File: src/rtl/dzp_pkg.sv
// Package with register map, field layout and bus types of the doze and RC postscaler block
package dzp_pkg;
  localparam logic [31:0] CLOCK_DIVIDER_CONTROL_OFFSET = 32'h0000_0000;
  localparam int          INTERRUPT_DOZE_EXIT_BIT      = 15;
  localparam int          DOZE_RATIO_MSB               = 14;
  localparam int          DOZE_RATIO_LSB               = 12;
  localparam int          RATIO_APPLY_BIT              = 11;
  localparam int          POSTSCALE_MSB                = 10;
  localparam int          POSTSCALE_LSB                = 8;
  localparam logic [2:0]  DOZE_RATIO_RESET             = 3'h0;
  localparam logic [2:0]  POSTSCALE_RESET              = 3'h1;
  localparam logic [2:0]  POSTSCALE_MAX_CODE           = 3'h7;
  localparam logic [3:0]  POSTSCALE_MAX_SHIFT          = 4'h8;
  localparam logic [2:0]  SOURCE_FAST_RC_POSTSCALED    = 3'h7;
  localparam logic [2:0]  SOURCE_LOW_POWER_FAST_RC     = 3'h6;
  localparam logic [1:0]  HTRANS_NONSEQ                = 2'h2;

  typedef struct packed {
    logic        hsel;
    logic [31:0] haddr;
    logic [1:0]  htrans;
    logic        hwrite;
    logic [2:0]  hsize;
    logic [31:0] hwdata;
    logic        hready;
  } dzp_ahb_req_type;

  typedef struct packed {
    logic        hreadyout;
    logic        hresp;
    logic [31:0] hrdata;
  } dzp_ahb_rsp_type;
endpackage : dzp_pkg

File: src/rtl/dzp_tick_divider.sv
// Power-of-two tick divider: passes one of every 2**shift input ticks
`timescale 1ns/1ns
module dzp_tick_divider
  import dzp_pkg::*;
(
  input  wire logic       i_clk,
  input  wire logic       i_rst,
  input  wire logic       i_tick_in,
  input  wire logic [3:0] i_shift,
  output logic            o_tick
);
  typedef struct packed {
    logic [7:0] count;
    logic       tick;
  } dzp_div_state_type;

  dzp_div_state_type st;
  dzp_div_state_type next_st;
  logic [7:0]        mask;

  always_comb begin
    mask    = 8'((9'h001 << i_shift) - 9'h001);
    next_st = st;
    next_st.tick = 1'b0;
    if (i_tick_in) begin
      if ((st.count & mask) == mask) begin
        next_st.tick  = 1'b1;
        next_st.count = 8'h00;
      end else begin
        next_st.count = st.count + 8'h01;
      end
    end
  end

  always_ff @(posedge i_clk or posedge i_rst) begin
    if (i_rst) begin
      st <= '0;
    end else begin
      st <= next_st;
    end
  end

  assign o_tick = st.tick;
endmodule : dzp_tick_divider

File: src/rtl/dzp_clock_divider.sv
// Doze ratio and fast RC postscaler control with its AHB-Lite register
//
// Overview of operation
// - With interrupt exit enabled, an interrupt ends doze and forces ratio 1:1.
// - Leaving doze by interrupt clears the ratio-apply enable bit 11 in hardware.
// - With interrupt exit disabled, interrupts change neither doze, enable nor ratio.
// - Ratio field 14:12 divides the processor clock by two to the code, up to 1:128.
// - Reset returns the processor-to-peripheral ratio field to 1:1.
// - Enable bit applies the ratio to the processor only; clear means 1:1.
// - Postscaler field 10:8 divides by two to the code, 111 gives 1:256; resets to 001.
// - Postscaler acts on the 8 MHz fast RC only when source selection is 111.
// - Postscaler acts on the 500 kHz low-power fast RC only when selection is 110.
// - Source code 110 is low-power fast RC, 111 is fast RC, both postscaled.
`timescale 1ns/1ns
module dzp_clock_divider
  import dzp_pkg::*;
(
  input  wire logic            i_clk,
  input  wire logic            i_rst,
  input  wire dzp_ahb_req_type i_ahb,
  output dzp_ahb_rsp_type      o_ahb,
  input  wire logic            i_interrupt,
  input  wire logic [2:0]      i_current_source_select,
  output logic                 o_sys_tick,
  output logic                 o_cpu_tick,
  output logic                 o_periph_tick,
  output logic                 o_doze_active
);
  typedef struct packed {
    logic        interrupt_doze_exit_enable;
    logic [2:0]  doze_ratio;
    logic        ratio_apply_enable;
    logic [2:0]  rc_postscale_select;
    logic        write_pending;
    logic [31:0] hrdata;
    logic [3:0]  sys_shift;
    logic [3:0]  cpu_shift;
    logic        periph_tick;
  } dzp_state_type;

  dzp_state_type st;
  dzp_state_type next_st;
  logic          addr_phase;

  // Power-on and master clear both land here: ratio 1:1, postscaler 1:2, doze off
  localparam dzp_state_type RESET_STATE = '{
    interrupt_doze_exit_enable: 1'b0,
    doze_ratio:                 DOZE_RATIO_RESET,
    ratio_apply_enable:         1'b0,
    rc_postscale_select:        POSTSCALE_RESET,
    write_pending:              1'b0,
    hrdata:                     32'h0000_0000,
    sys_shift:                  4'h0,
    cpu_shift:                  4'h0,
    periph_tick:                1'b0
  };

  // Postscaler is bypassed unless one of the two RC sources runs
  function automatic logic [3:0] post_shift(input logic [2:0] code, input logic [2:0] source);
    if (source != SOURCE_FAST_RC_POSTSCALED && source != SOURCE_LOW_POWER_FAST_RC) begin
      return 4'h0;
    end
    if (code == POSTSCALE_MAX_CODE) begin
      return POSTSCALE_MAX_SHIFT;
    end
    return {1'b0, code};
  endfunction : post_shift

  // Register word as software sees it; unimplemented bits stay zero
  function automatic logic [31:0] reg_image(input dzp_state_type s);
    logic [31:0] v;
    v = 32'h0000_0000;
    v[INTERRUPT_DOZE_EXIT_BIT]              = s.interrupt_doze_exit_enable;
    v[DOZE_RATIO_MSB:DOZE_RATIO_LSB]        = s.doze_ratio;
    v[RATIO_APPLY_BIT]                      = s.ratio_apply_enable;
    v[POSTSCALE_MSB:POSTSCALE_LSB]          = s.rc_postscale_select;
    return v;
  endfunction : reg_image

  always_comb begin
    // Only whole words are mapped, so hsize is not decoded
    addr_phase = i_ahb.hready && i_ahb.hsel && (i_ahb.htrans == HTRANS_NONSEQ);
    next_st = st;
    next_st.periph_tick = 1'b1;
    // Write data stand in the data phase, one cycle after the address was taken
    if (st.write_pending) begin
      // Bits 7:0 are never stored
      next_st.interrupt_doze_exit_enable = i_ahb.hwdata[INTERRUPT_DOZE_EXIT_BIT];
      next_st.doze_ratio          = i_ahb.hwdata[DOZE_RATIO_MSB:DOZE_RATIO_LSB];
      next_st.ratio_apply_enable  = i_ahb.hwdata[RATIO_APPLY_BIT];
      next_st.rc_postscale_select = i_ahb.hwdata[POSTSCALE_MSB:POSTSCALE_LSB];
    end
    // Interrupt exit beats a same-cycle software set so the wake is never lost
    if (st.interrupt_doze_exit_enable && i_interrupt) begin
      next_st.ratio_apply_enable = 1'b0;
    end
    // Read image comes from next_st so a read right after a write sees the new value
    next_st.write_pending = addr_phase && i_ahb.hwrite && (i_ahb.haddr == CLOCK_DIVIDER_CONTROL_OFFSET);
    if (addr_phase && !i_ahb.hwrite && (i_ahb.haddr == CLOCK_DIVIDER_CONTROL_OFFSET)) begin
      next_st.hrdata = reg_image(next_st);
    end else if (addr_phase) begin
      next_st.hrdata = 32'h0000_0000;
    end
    // Shifts are registered from next_st, so a written setting reaches the dividers on the same edge the register takes it
    next_st.sys_shift = post_shift(next_st.rc_postscale_select, i_current_source_select);
    next_st.cpu_shift = next_st.ratio_apply_enable ? {1'b0, next_st.doze_ratio} : 4'h0;
  end

  always_ff @(posedge i_clk or posedge i_rst) begin
    if (i_rst) begin
      st <= RESET_STATE;
    end else begin
      st <= next_st;
    end
  end

  // Divider counts are not restarted on a change, so the first period after a write may be long
  dzp_tick_divider u_sys_div (
    .i_clk     (i_clk),
    .i_rst     (i_rst),
    .i_tick_in (1'b1),
    .i_shift   (st.sys_shift),
    .o_tick    (o_sys_tick)
  );

  // Processor clock is the postscaled system tick thinned by the doze ratio
  dzp_tick_divider u_cpu_div (
    .i_clk     (i_clk),
    .i_rst     (i_rst),
    .i_tick_in (o_sys_tick),
    .i_shift   (st.cpu_shift),
    .o_tick    (o_cpu_tick)
  );

  // Zero wait states: the one register always answers in the next cycle, so ready is tied high
  assign o_ahb.hreadyout = 1'b1;
  assign o_ahb.hresp     = 1'b0;
  assign o_ahb.hrdata    = st.hrdata;
  assign o_periph_tick   = st.periph_tick;
  assign o_doze_active   = st.ratio_apply_enable;

  // Interrupt exit
  chk_irq_exit_clears: assert property (@(posedge i_clk) disable iff (i_rst)
    (st.interrupt_doze_exit_enable && i_interrupt) |=> (!st.ratio_apply_enable && st.cpu_shift == 4'h0))
    else $error("interrupt did not end doze");
  chk_irq_apply_bit: assert property (@(posedge i_clk) disable iff (i_rst)
    (st.interrupt_doze_exit_enable && i_interrupt && st.ratio_apply_enable) |=> $fell(o_doze_active))
    else $error("ratio apply bit not cleared by interrupt");
  chk_irq_ignored: assert property (@(posedge i_clk) disable iff (i_rst)
    (!st.interrupt_doze_exit_enable && i_interrupt && !st.write_pending) |=>
      ($stable(st.ratio_apply_enable) && $stable(st.doze_ratio)))
    else $error("interrupt changed doze with exit disabled");
  chk_irq_exit_full: assert property (@(posedge i_clk) disable iff (i_rst)
    (st.interrupt_doze_exit_enable && i_interrupt) ##1 (st.sys_shift == 4'h0 && !st.write_pending)[*2]
      |=> o_cpu_tick)
    else $error("processor clock not back to full rate after interrupt exit");

  // Doze ratio and peripheral clock
  // Ratio checks wait for steady cycles so the registered shift has reached the divider
  chk_ratio_two: assert property (@(posedge i_clk) disable iff (i_rst)
    (st.ratio_apply_enable && st.doze_ratio == 3'h1 && st.sys_shift == 4'h0)[*4] ##0 o_cpu_tick |=> !o_cpu_tick)
    else $error("ratio 1:2 gave back-to-back processor ticks");
  chk_ratio_four: assert property (@(posedge i_clk) disable iff (i_rst)
    (st.ratio_apply_enable && st.doze_ratio == 3'h2 && st.sys_shift == 4'h0)[*4] ##0 o_cpu_tick
      ##1 (st.ratio_apply_enable && st.doze_ratio == 3'h2 && st.sys_shift == 4'h0)[*2]
      |=> (!o_cpu_tick && !$past(o_cpu_tick) && !$past(o_cpu_tick, 2)))
    else $error("ratio 1:4 gave processor ticks closer than four cycles");
  chk_reset_ratio: assert property (@(posedge i_clk) disable iff (i_rst)
    $past(i_rst) |-> (st.doze_ratio == DOZE_RATIO_RESET && st.rc_postscale_select == POSTSCALE_RESET))
    else $error("reset values wrong");
  chk_no_doze_full: assert property (@(posedge i_clk) disable iff (i_rst)
    (!st.ratio_apply_enable && st.sys_shift == 4'h0)[*3] |=> (o_cpu_tick && o_periph_tick))
    else $error("processor clock divided while doze off");
  chk_cpu_on_sys: assert property (@(posedge i_clk) disable iff (i_rst)
    o_cpu_tick |-> $past(o_sys_tick))
    else $error("processor tick without a system tick");
  chk_periph_running: assert property (@(posedge i_clk) disable iff (i_rst)
    !$past(i_rst) |-> o_periph_tick)
    else $error("peripheral clock stopped");

  // Postscaler
  chk_bypass_other: assert property (@(posedge i_clk) disable iff (i_rst)
    (i_current_source_select[2:1] != 2'h3)[*3] |=> o_sys_tick)
    else $error("postscaler applied to non-RC source");
  chk_lprc_post: assert property (@(posedge i_clk) disable iff (i_rst)
    (i_current_source_select == SOURCE_LOW_POWER_FAST_RC && st.rc_postscale_select == 3'h1)[*4]
      ##0 o_sys_tick |=> !o_sys_tick)
    else $error("low-power RC not postscaled");
  chk_fast_rc_post: assert property (@(posedge i_clk) disable iff (i_rst)
    (i_current_source_select == SOURCE_FAST_RC_POSTSCALED && st.rc_postscale_select == 3'h1)[*4]
      ##0 o_sys_tick |=> !o_sys_tick)
    else $error("fast RC not postscaled");

  // Register bus
  chk_write_lands: assert property (@(posedge i_clk) disable iff (i_rst)
    (st.write_pending && !(st.interrupt_doze_exit_enable && i_interrupt)) |=>
      ({st.interrupt_doze_exit_enable, st.doze_ratio, st.ratio_apply_enable, st.rc_postscale_select}
        == $past(i_ahb.hwdata[INTERRUPT_DOZE_EXIT_BIT:POSTSCALE_LSB])))
    else $error("register write did not land");
  chk_read_image: assert property (@(posedge i_clk) disable iff (i_rst)
    (addr_phase && !i_ahb.hwrite && i_ahb.haddr == CLOCK_DIVIDER_CONTROL_OFFSET) |=>
      (o_ahb.hrdata == {16'h0000, st.interrupt_doze_exit_enable, st.doze_ratio, st.ratio_apply_enable,
                        st.rc_postscale_select, 8'h00}))
    else $error("read data differ from register");
  chk_unmapped_zero: assert property (@(posedge i_clk) disable iff (i_rst)
    (addr_phase && i_ahb.haddr != CLOCK_DIVIDER_CONTROL_OFFSET) |=>
      (o_ahb.hrdata == 32'h0000_0000 && !st.write_pending))
    else $error("unmapped access not ignored");
  chk_low_byte_zero: assert property (@(posedge i_clk) disable iff (i_rst)
    o_ahb.hrdata[7:0] == 8'h00)
    else $error("unimplemented bits read nonzero");

  cov_doze_entered: cover property (@(posedge i_clk) disable iff (i_rst) $rose(o_doze_active));
  cov_irq_exit: cover property (@(posedge i_clk) disable iff (i_rst)
    st.interrupt_doze_exit_enable && i_interrupt && st.ratio_apply_enable);
  cov_max_post: cover property (@(posedge i_clk) disable iff (i_rst)
    st.sys_shift == POSTSCALE_MAX_SHIFT && o_sys_tick);
  cov_lprc_post: cover property (@(posedge i_clk) disable iff (i_rst)
    i_current_source_select == SOURCE_LOW_POWER_FAST_RC && st.sys_shift != 4'h0 && o_sys_tick);
  cov_irq_ignored: cover property (@(posedge i_clk) disable iff (i_rst)
    !st.interrupt_doze_exit_enable && i_interrupt && st.ratio_apply_enable);
endmodule : dzp_clock_divider

File: config.mk
export PLATFORM = sky130hd
export DESIGN_NAME = dzp_clock_divider
export DESIGN_NICKNAME = d
export VERILOG_FILES = /design/src/rtl/dzp_pkg.sv /design/src/rtl/dzp_tick_divider.sv /design/src/rtl/dzp_clock_divider.sv
export SDC_FILE = /design/constraint.sdc
export NUM_CORES = 1
export LEC_CHECK = 0
export ABC_CLOCK_PERIOD_IN_PS = 2600
export BUFFER_PORTS_ARGS = -buffer_cell sky130_fd_sc_hd__buf_2
export CAP_MARGIN = 30
export CORE_UTILIZATION = 45
export CTS_CLUSTER_SIZE = 40
export DETAILED_ROUTE_END_ITERATION = 10
export PLACE_DENSITY = 0.8
export SLEW_MARGIN = 10
export SYNTH_ARGS = -nofsm -noshare
export SYNTH_HDL_FRONTEND = slang
export SYNTH_SLANG_ARGS = --single-unit
File: constraint.sdc
create_clock -name i_clk -period 2.6 [get_ports i_clk]
set_input_delay 0.52 -clock i_clk [delete_from_list [all_inputs] [get_ports i_clk]]
set_output_delay 0.52 -clock i_clk [all_outputs]
set_load 0.05 [all_outputs]
==> impl_metrics.env, run 1 <==
export IMPL_largest_net_degree_at_the_start_of_global_routing=43
export IMPL_postRouteWirelength_um=4210
export IMPL_vias=1729
export IMPL_worst_ep_required_time_ps=2770
export IMPL_ys_ff_latch=42
export IMPL_portBuffers=61
export IMPL_post_layout_nonfiller_instances=359
export IMPL_worst_slew_pin_transition_ps=553
export IMPL_die_height_um=72.3
export IMPL_grt_antenna_before_repair=0
export IMPL_fp_dieArea_um2=5230
export IMPL_cts_root_buffer="sky130_fd_sc_hd__clkbuf_8"
export IMPL_post_route_period_util_pct=88.0
export IMPL_antenna_cells=0
export IMPL_synth_yosys_seq_area_share_pct=47.3
export IMPL_detailedRoute_firstPassIterationCount=4
export IMPL_synthCells=232
export IMPL_ctsResizeCount=0
export IMPL_timing_rr_start="st[8]$_DFF_PP0_"
export IMPL_tritoncts_buffer_count=5
export IMPL_tritoncts_num_sinks=42
export IMPL_placed_cells=351
export IMPL_setup_tns_after_final_layout_ps=0
export IMPL_run_status="finished clean"
export IMPL_first_global_vias=1497
export IMPL_timing_max_transition_violations_final=0
export IMPL_syn_avg_cell_area_um2=9.58
export IMPL_worst_r2r_setup_slack_ps=310
export IMPL_area_growth_syn_to_layout_pct=15.8
export IMPL_drt_first_iter_violations=57
export IMPL_nFillCells=411
export IMPL_num_rows=25
export IMPL_first_pass_grt_wire_length_um=6540
export IMPL_gp_congestion=0.796
export IMPL_cts_tree="yes"
export IMPL_synth_top_area_cell="sky130_fd_sc_hd__dfrtp_1"
export IMPL_core_region_area_um2=4720
export IMPL_post_synth_top_area_fraction_pct=46.1
export IMPL_endpoint_arrival_time_on_the_critical_path_ps=2460
export IMPL_critPathLaunchType="register"
export IMPL_detailed_place_hpwl_um=3160
export IMPL_postCtsHoldBufs=0
export IMPL_setup_viol=0
export IMPL_cellLeakagePower_nw=1.30
export IMPL_io_pins=116
export IMPL_finClkSkew_ps=6.81
export IMPL_synth_lib_cells_used_distinct=43
export IMPL_yosys_top_cells_area="sky130_fd_sc_hd__dfrtp_1, sky130_fd_sc_hd__buf_4, sky130_fd_sc_hd__nor2_1"
export IMPL_max_vdd_ir_drop_uv=350
export IMPL_worst_hold_path_type="primary input to async pin"
export IMPL_finalHoldViolations=0
export IMPL_die_w_um=72.3
export IMPL_layout_min_cycle_time_ps=2290
export IMPL_rsz0062_at_grt="no"
export IMPL_synth_edf_count=0
export IMPL_route_detailed_wl_per_inst_um=11.7
export IMPL_synth_cell_area_um2=2220
export IMPL_grt_total_usage_pct=16.8
export IMPL_timing_hold_ws_ps=325
export IMPL_start_util_pct=47.1
export IMPL_antenna_left=0
export IMPL_vias_per_cell=4.82
export IMPL_async_reset_ff_share_pct=100
export IMPL_achievable_frequency_ghz=0.437
export IMPL_timing_max_cap_violations=0
export IMPL_critical_path_peak_fanout=9
export IMPL_clk_path_buf_depth=2
export IMPL_cts_post_setup_buffers_inserted=0
export IMPL_h_tree_depth=2
export IMPL_critPathLaunch="st[8]$_DFF_PP0_"
export IMPL_grt_overflow_total=0
export IMPL_power_density_nw_per_um2=519
export IMPL_post_route_drc_count=0
export IMPL_layout_drive_gt1_share_pct=26.4
export IMPL_maxSlewHeadroom_pct=62.8
export IMPL_criticalPathCategory="register to register"
export IMPL_ys_dominant_reg_cell="sky130_fd_sc_hd__dfrtp_1"
export IMPL_worstSkewPairLatency_ps=300
export IMPL_clock_pin_transition_on_the_worst_setup_and_hold_timing_paths_ps=90
export IMPL_timing_critical_path_to_type="register"
export IMPL_yosys_warnings=0
export IMPL_finalNetCount=372
[registers in the layout, indices dropped and copies added (netlist names)]
register / count
u_sys_div.st: 8
o_doze_active: 1
o_ahb: 8
u_cpu_div.st: 7
u_sys_div.o_tick: 1
u_cpu_div.o_tick: 1
st: 15
o_periph_tick: 1
[placed cells by master, fill, tap and decap left out, types with 4 or more instances in the layout]
cell / instances
sky130_fd_sc_hd__buf_2: 61
sky130_fd_sc_hd__dfrtp_1: 41
sky130_fd_sc_hd__conb_1: 27
sky130_fd_sc_hd__nor2_1: 20
sky130_fd_sc_hd__inv_1: 18
sky130_fd_sc_hd__nand2_1: 18
sky130_fd_sc_hd__o21ai_0: 13
sky130_fd_sc_hd__a21oi_1: 10
sky130_fd_sc_hd__nand3_1: 8
sky130_fd_sc_hd__nor4_1: 6
sky130_fd_sc_hd__xnor2_1: 5
sky130_fd_sc_hd__mux2i_1: 5
sky130_fd_sc_hd__clkbuf_8: 5
sky130_fd_sc_hd__o22ai_1: 4
[cell type report]
class                           instances  area [um^2]  share of cell area (%)
Clock buffer                            5         68.8                    2.67
Clock inverter                          3         48.8                    1.90
Tap cell                               67         83.8                    3.26
Multi-Input combinational cell        161          933                    36.2
Sequential cell                        42         1050                    40.9
Timing Repair Buffer                   63          320                    12.4
Inverter                               18         67.6                    2.62
[critical path, stage by stage, from the launching register on]
cell and delay (ps):
sky130_fd_sc_hd__dfrtp_1 440, sky130_fd_sc_hd__nor3_1 260, sky130_fd_sc_hd__nand2b_1 110, sky130_fd_sc_hd__ha_1 270, sky130_fd_sc_hd__nor4b_1 170, sky130_fd_sc_hd__a31oi_1 150
sky130_fd_sc_hd__o31ai_1 130, sky130_fd_sc_hd__nor4b_4 530, sky130_fd_sc_hd__nor2_1 110
[report_power, final]
| part | internal [W] | total [W] | switching (W) |
|---|---|---|---|
| Combinational | 0.0000302 | 0.000142 | 0.000111 |
| Sequential | 0.000653 | 0.000654 | 0.000000160 |
| Clock | 0.000293 | 0.000541 | 0.000248 |
| Total | 0.000976 | 0.00134 | 0.000360 |
[through the flow]
| stage | utilization, % | power (W) | setup slack, ps | cell area (um^2) |
|---|---|---|---|---|
| 2_1_floorplan | - | 0.000796 | 576 | 2320 |
| 3_3_place_gp | 52.0 | 0.000808 | 361 | 2460 |
| 3_5_place_dp | 52.0 | 0.000809 | 315 | 2460 |
| 4_1_cts | 54.5 | 0.00135 | 301 | 2570 |
| 5_1_grt | 54.5 | 0.00138 | 76.8 | 2570 |
| 6_report | 54.5 | 0.00134 | 311 | 2570 |
[kinds of logic after synthesis]
kind of cell	share of synthesized area, %
simple gates	19.4
buf+inv	14.9
flops	47.3
compound gates	9.96
xor+xnor	3.15
mux	3.26
fa+ha+maj	1.69
other cells	0.338
[routing by layer]
layer,up-vias,global-route usage (%),wire (um)
li1,845,-,-
met1,812,18.5,1710
met2,66,29.8,2200
met3,6,5.28,256
met4,0,7.19,46
met5,-,0,0
[cell usage after synthesis, types with 2 or more instances]
| master | n |
|---|---|
| sky130_fd_sc_hd__nor3_1 | 3 |
| sky130_fd_sc_hd__nor3b_1 | 3 |
| sky130_fd_sc_hd__and4_1 | 2 |
| sky130_fd_sc_hd__mux2i_1 | 5 |
| sky130_fd_sc_hd__xor2_1 | 3 |
| sky130_fd_sc_hd__o21ai_0 | 13 |
| sky130_fd_sc_hd__nor2b_1 | 3 |
| sky130_fd_sc_hd__a21oi_1 | 10 |
| sky130_fd_sc_hd__inv_1 | 18 |
| sky130_fd_sc_hd__buf_4 | 34 |
| sky130_fd_sc_hd__mux2_2 | 2 |
| sky130_fd_sc_hd__nor2_1 | 20 |
| sky130_fd_sc_hd__nor4b_1 | 2 |
| sky130_fd_sc_hd__and3_1 | 2 |
| sky130_fd_sc_hd__nand2b_1 | 3 |
| sky130_fd_sc_hd__nand4_1 | 2 |
| sky130_fd_sc_hd__xnor2_1 | 5 |
| sky130_fd_sc_hd__ha_1 | 3 |
| sky130_fd_sc_hd__o22ai_1 | 4 |
| sky130_fd_sc_hd__nand3_1 | 8 |
| sky130_fd_sc_hd__nand2_1 | 18 |
| sky130_fd_sc_hd__conb_1 | 2 |
| sky130_fd_sc_hd__or4_1 | 2 |
| sky130_fd_sc_hd__dfrtp_1 | 41 |
| sky130_fd_sc_hd__nor4_1 | 6 |
[final timing paths]
kind / depth (start not counted) / end
worst max register to register: 8 / u_sys_div.st[4]$_DFF_PP0_
min in group i_clk: 3 / st[49]$_DFF_PP0_
max in group asynchronous: 3 / st[42]$_DFF_PP1_
worst max-delay path: 8 / u_sys_div.st[4]$_DFF_PP0_
worst min register to register: 2 / o_ahb[10]$_DFFE_PP0P_
worst min-delay path: 3 / u_cpu_div.o_tick$_DFF_PP0_
Note: power is estimated with default switching activity, not from simulation.
==> run 2: changes to the inputs <==
--- a/config.mk
+++ b/config.mk
@@ -9,8 +9,9 @@
 export BUFFER_PORTS_ARGS = -buffer_cell sky130_fd_sc_hd__buf_2
 export CAP_MARGIN = 30
 export CORE_UTILIZATION = 45
-export CTS_CLUSTER_SIZE = 40
+export CTS_CLUSTER_SIZE = 10
 export DETAILED_ROUTE_END_ITERATION = 10
+export MAX_ROUTING_LAYER = met4
 export PLACE_DENSITY = 0.8
 export SLEW_MARGIN = 10
 export SYNTH_ARGS = -nofsm -noshare
==> impl_metrics.env, run 2 (same netlist as run 1, synthesis figures left out) <==
export IMPL_finClkSkew_ps=7.07
export IMPL_worst_hold_path_type="primary input to async pin"
export IMPL_portBuffers=61
export IMPL_worstSkewPairLatency_ps=300
export IMPL_die_w_um=72.3
export IMPL_io_pins=116
export IMPL_antenna_cells=0
export IMPL_layout_min_cycle_time_ps=2300
export IMPL_crit_path_cell_trace="nor3_1 > nand2b_1 > ha_1 > nor4b_1 > a31oi_1 > o31ai_1 > nor4b_4 > nor2_1"
export IMPL_timing_critical_path_to_type="register"
export IMPL_detailedRoute_firstPassIterationCount=4
export IMPL_cp_slowest_stage_delay_ps=540
export IMPL_post_layout_nonfiller_instances=359
export IMPL_h_tree_depth=2
export IMPL_crit_path_end="u_sys_div.st[4]$_DFF_PP0_"
export IMPL_timing_critical_path_depth=8
export IMPL_achievable_frequency_ghz=0.435
export IMPL_vias_per_cell=4.82
export IMPL_max_flop_register="st"
export IMPL_postCtsHoldBufs=0
export IMPL_timing_max_cap_violations=0
export IMPL_drt_first_iter_violations=55
export IMPL_power_density_nw_per_um2=518
export IMPL_max_vdd_ir_drop_uv=349
export IMPL_timing_max_transition_violations_final=0
export IMPL_run_status="finished clean"
export IMPL_clock_pin_transition_on_the_worst_setup_and_hold_timing_paths_ps=90
export IMPL_maxSlewHeadroom_pct=62.8
export IMPL_num_rows=25
export IMPL_rsz0062_at_grt="no"
export IMPL_endpoint_arrival_time_on_the_critical_path_ps=2470
export IMPL_placed_cells=351
export IMPL_r2r_end="u_sys_div.st[4]$_DFF_PP0_"
export IMPL_worst_slew_pin_transition_ps=553
export IMPL_finalHoldViolations=0
export IMPL_nFillCells=411
export IMPL_antenna_left=0
export IMPL_cts_post_setup_buffers_inserted=0
export IMPL_tritoncts_num_sinks=42
export IMPL_start_util_pct=47.1
export IMPL_tritoncts_buffer_count=5
export IMPL_detailed_place_hpwl_um=3160
export IMPL_setup_tns_after_final_layout_ps=0
export IMPL_first_pass_grt_wire_length_um=6540
export IMPL_power_share_combinational_pct=10.6
export IMPL_post_route_period_util_pct=88.4
export IMPL_setup_viol=0
export IMPL_cts_root_buffer="sky130_fd_sc_hd__clkbuf_8"
export IMPL_power_share_sequential_pct=49.0
export IMPL_cellLeakagePower_nw=1.30
export IMPL_critPathLaunch="st[8]$_DFF_PP0_"
export IMPL_largest_net_degree_at_the_start_of_global_routing=43
export IMPL_pwr_share_clk_pct=40.4
export IMPL_worst_r2r_setup_slack_ps=300
export IMPL_detailed_place_area_um2=2460
export IMPL_cts_tree="yes"
export IMPL_critPathLaunchType="register"
export IMPL_postRouteWirelength_um=4210
export IMPL_timing_critical_path_max_delay_family="simple AND/OR/NAND/NOR gates"
export IMPL_most_common_layout_cells="sky130_fd_sc_hd__buf_2, sky130_fd_sc_hd__dfrtp_1, sky130_fd_sc_hd__conb_1, sky130_fd_sc_hd__nor2_1"
export IMPL_worst_ep_required_time_ps=2770
export IMPL_fp_dieArea_um2=5230
export IMPL_layout_drive_gt1_share_pct=26.4
export IMPL_worst_path_max_delay_cell="sky130_fd_sc_hd__nor4b_4"
export IMPL_finalNetCount=372
export IMPL_timing_rr_start="st[8]$_DFF_PP0_"
export IMPL_power_internal_w=0.000976
export IMPL_first_global_vias=1499
export IMPL_grt_antenna_before_repair=0
export IMPL_worst_r2r_path_depth=8
export IMPL_grt_overflow_total=0
export IMPL_die_height_um=72.3
export IMPL_gp_congestion=0.807
export IMPL_final_common_cell="sky130_fd_sc_hd__buf_2"
export IMPL_path_buf_inv=0
export IMPL_criticalPathCategory="register to register"
export IMPL_clk_path_buf_depth=2
export IMPL_critical_path_peak_fanout=9
export IMPL_switching_power_w=0.000359
export IMPL_ctsResizeCount=0
export IMPL_post_route_drc_count=0
export IMPL_finalInstanceArea_um2=2570
export IMPL_route_detailed_wl_per_inst_um=11.7
export IMPL_vias=1729
export IMPL_area_growth_syn_to_layout_pct=15.8
export IMPL_grt_total_usage_pct=17.3
export IMPL_core_region_area_um2=4720
export IMPL_largest_register_ff_count=15
export IMPL_power_share_switching_pct=26.9
[run 2: cell counts in the layout (fill, tap and decap cells not counted)]
No cell type changed its count.
[run 2: power groups by stage]
stage                     Combinational [W]  Sequential (W)  Clock [W]
after floorplan                    0.000127        0.000670          0
after global placement             0.000142        0.000667          0
after detailed placement           0.000143        0.000667          0
after CTS                          0.000143        0.000654   0.000554
after global routing               0.000152        0.000654   0.000579
final                              0.000142        0.000654   0.000539
[run 2: per-stage QoR]
| stage | power [W] | setup slack [ps] | hold slack [ps] | util [%] |
|---|---|---|---|---|
| after floorplan | 0.000796 | 576 | 451 | - |
| after global placement | 0.000808 | 361 | 464 | 52.0 |
| after detailed placement | 0.000809 | 315 | 474 | 52.0 |
| after CTS | 0.00135 | 301 | 350 | 54.5 |
| after global routing | 0.00138 | 76.8 | 383 | 54.5 |
| final | 0.00133 | 302 | 326 | 54.5 |
[run 2: worst min-delay path: stages]
cell                    delay (ps)
sky130_fd_sc_hd__buf_2          90
sky130_fd_sc_hd__inv_1          40
sky130_fd_sc_hd__buf_4         430
[run 2: worst min-delay path by stage]
stage                                startpoint                     endpoint  slack, ps
after detailed placement  o_ahb[15]$_DFFE_PP0P_        o_ahb[15]$_DFFE_PP0P_        470
after CTS                                 i_rst   u_cpu_div.o_tick$_DFF_PP0_        350
after floorplan           o_ahb[10]$_DFFE_PP0P_        o_ahb[10]$_DFFE_PP0P_        450
after global placement    o_ahb[10]$_DFFE_PP0P_        o_ahb[10]$_DFFE_PP0P_        460
after global routing                      i_rst  u_cpu_div.st[5]$_DFFE_PP0P_        380
final                                     i_rst   u_cpu_div.o_tick$_DFF_PP0_        330
[run 2: per-layer routing]
metal / track usage (%) / vias up / wire (um)
met2: 29.8 / 66 / 2190
met1: 18.5 / 812 / 1710
met3: 5.28 / 5 / 256
li1: - / 846 / -
met4: 7.19 / 0 / 49
met5: - / - / 0
[run 2: area by class of cell]
class	instances	area (um^2)	area share, %
Sequential cell	42	1050	40.9
Multi-Input combinational cell	161	933	36.2
Timing Repair Buffer	63	320	12.4
Tap cell	67	83.8	3.26
Clock buffer	5	68.8	2.67
Inverter	18	67.6	2.62
Clock inverter	3	48.8	1.90
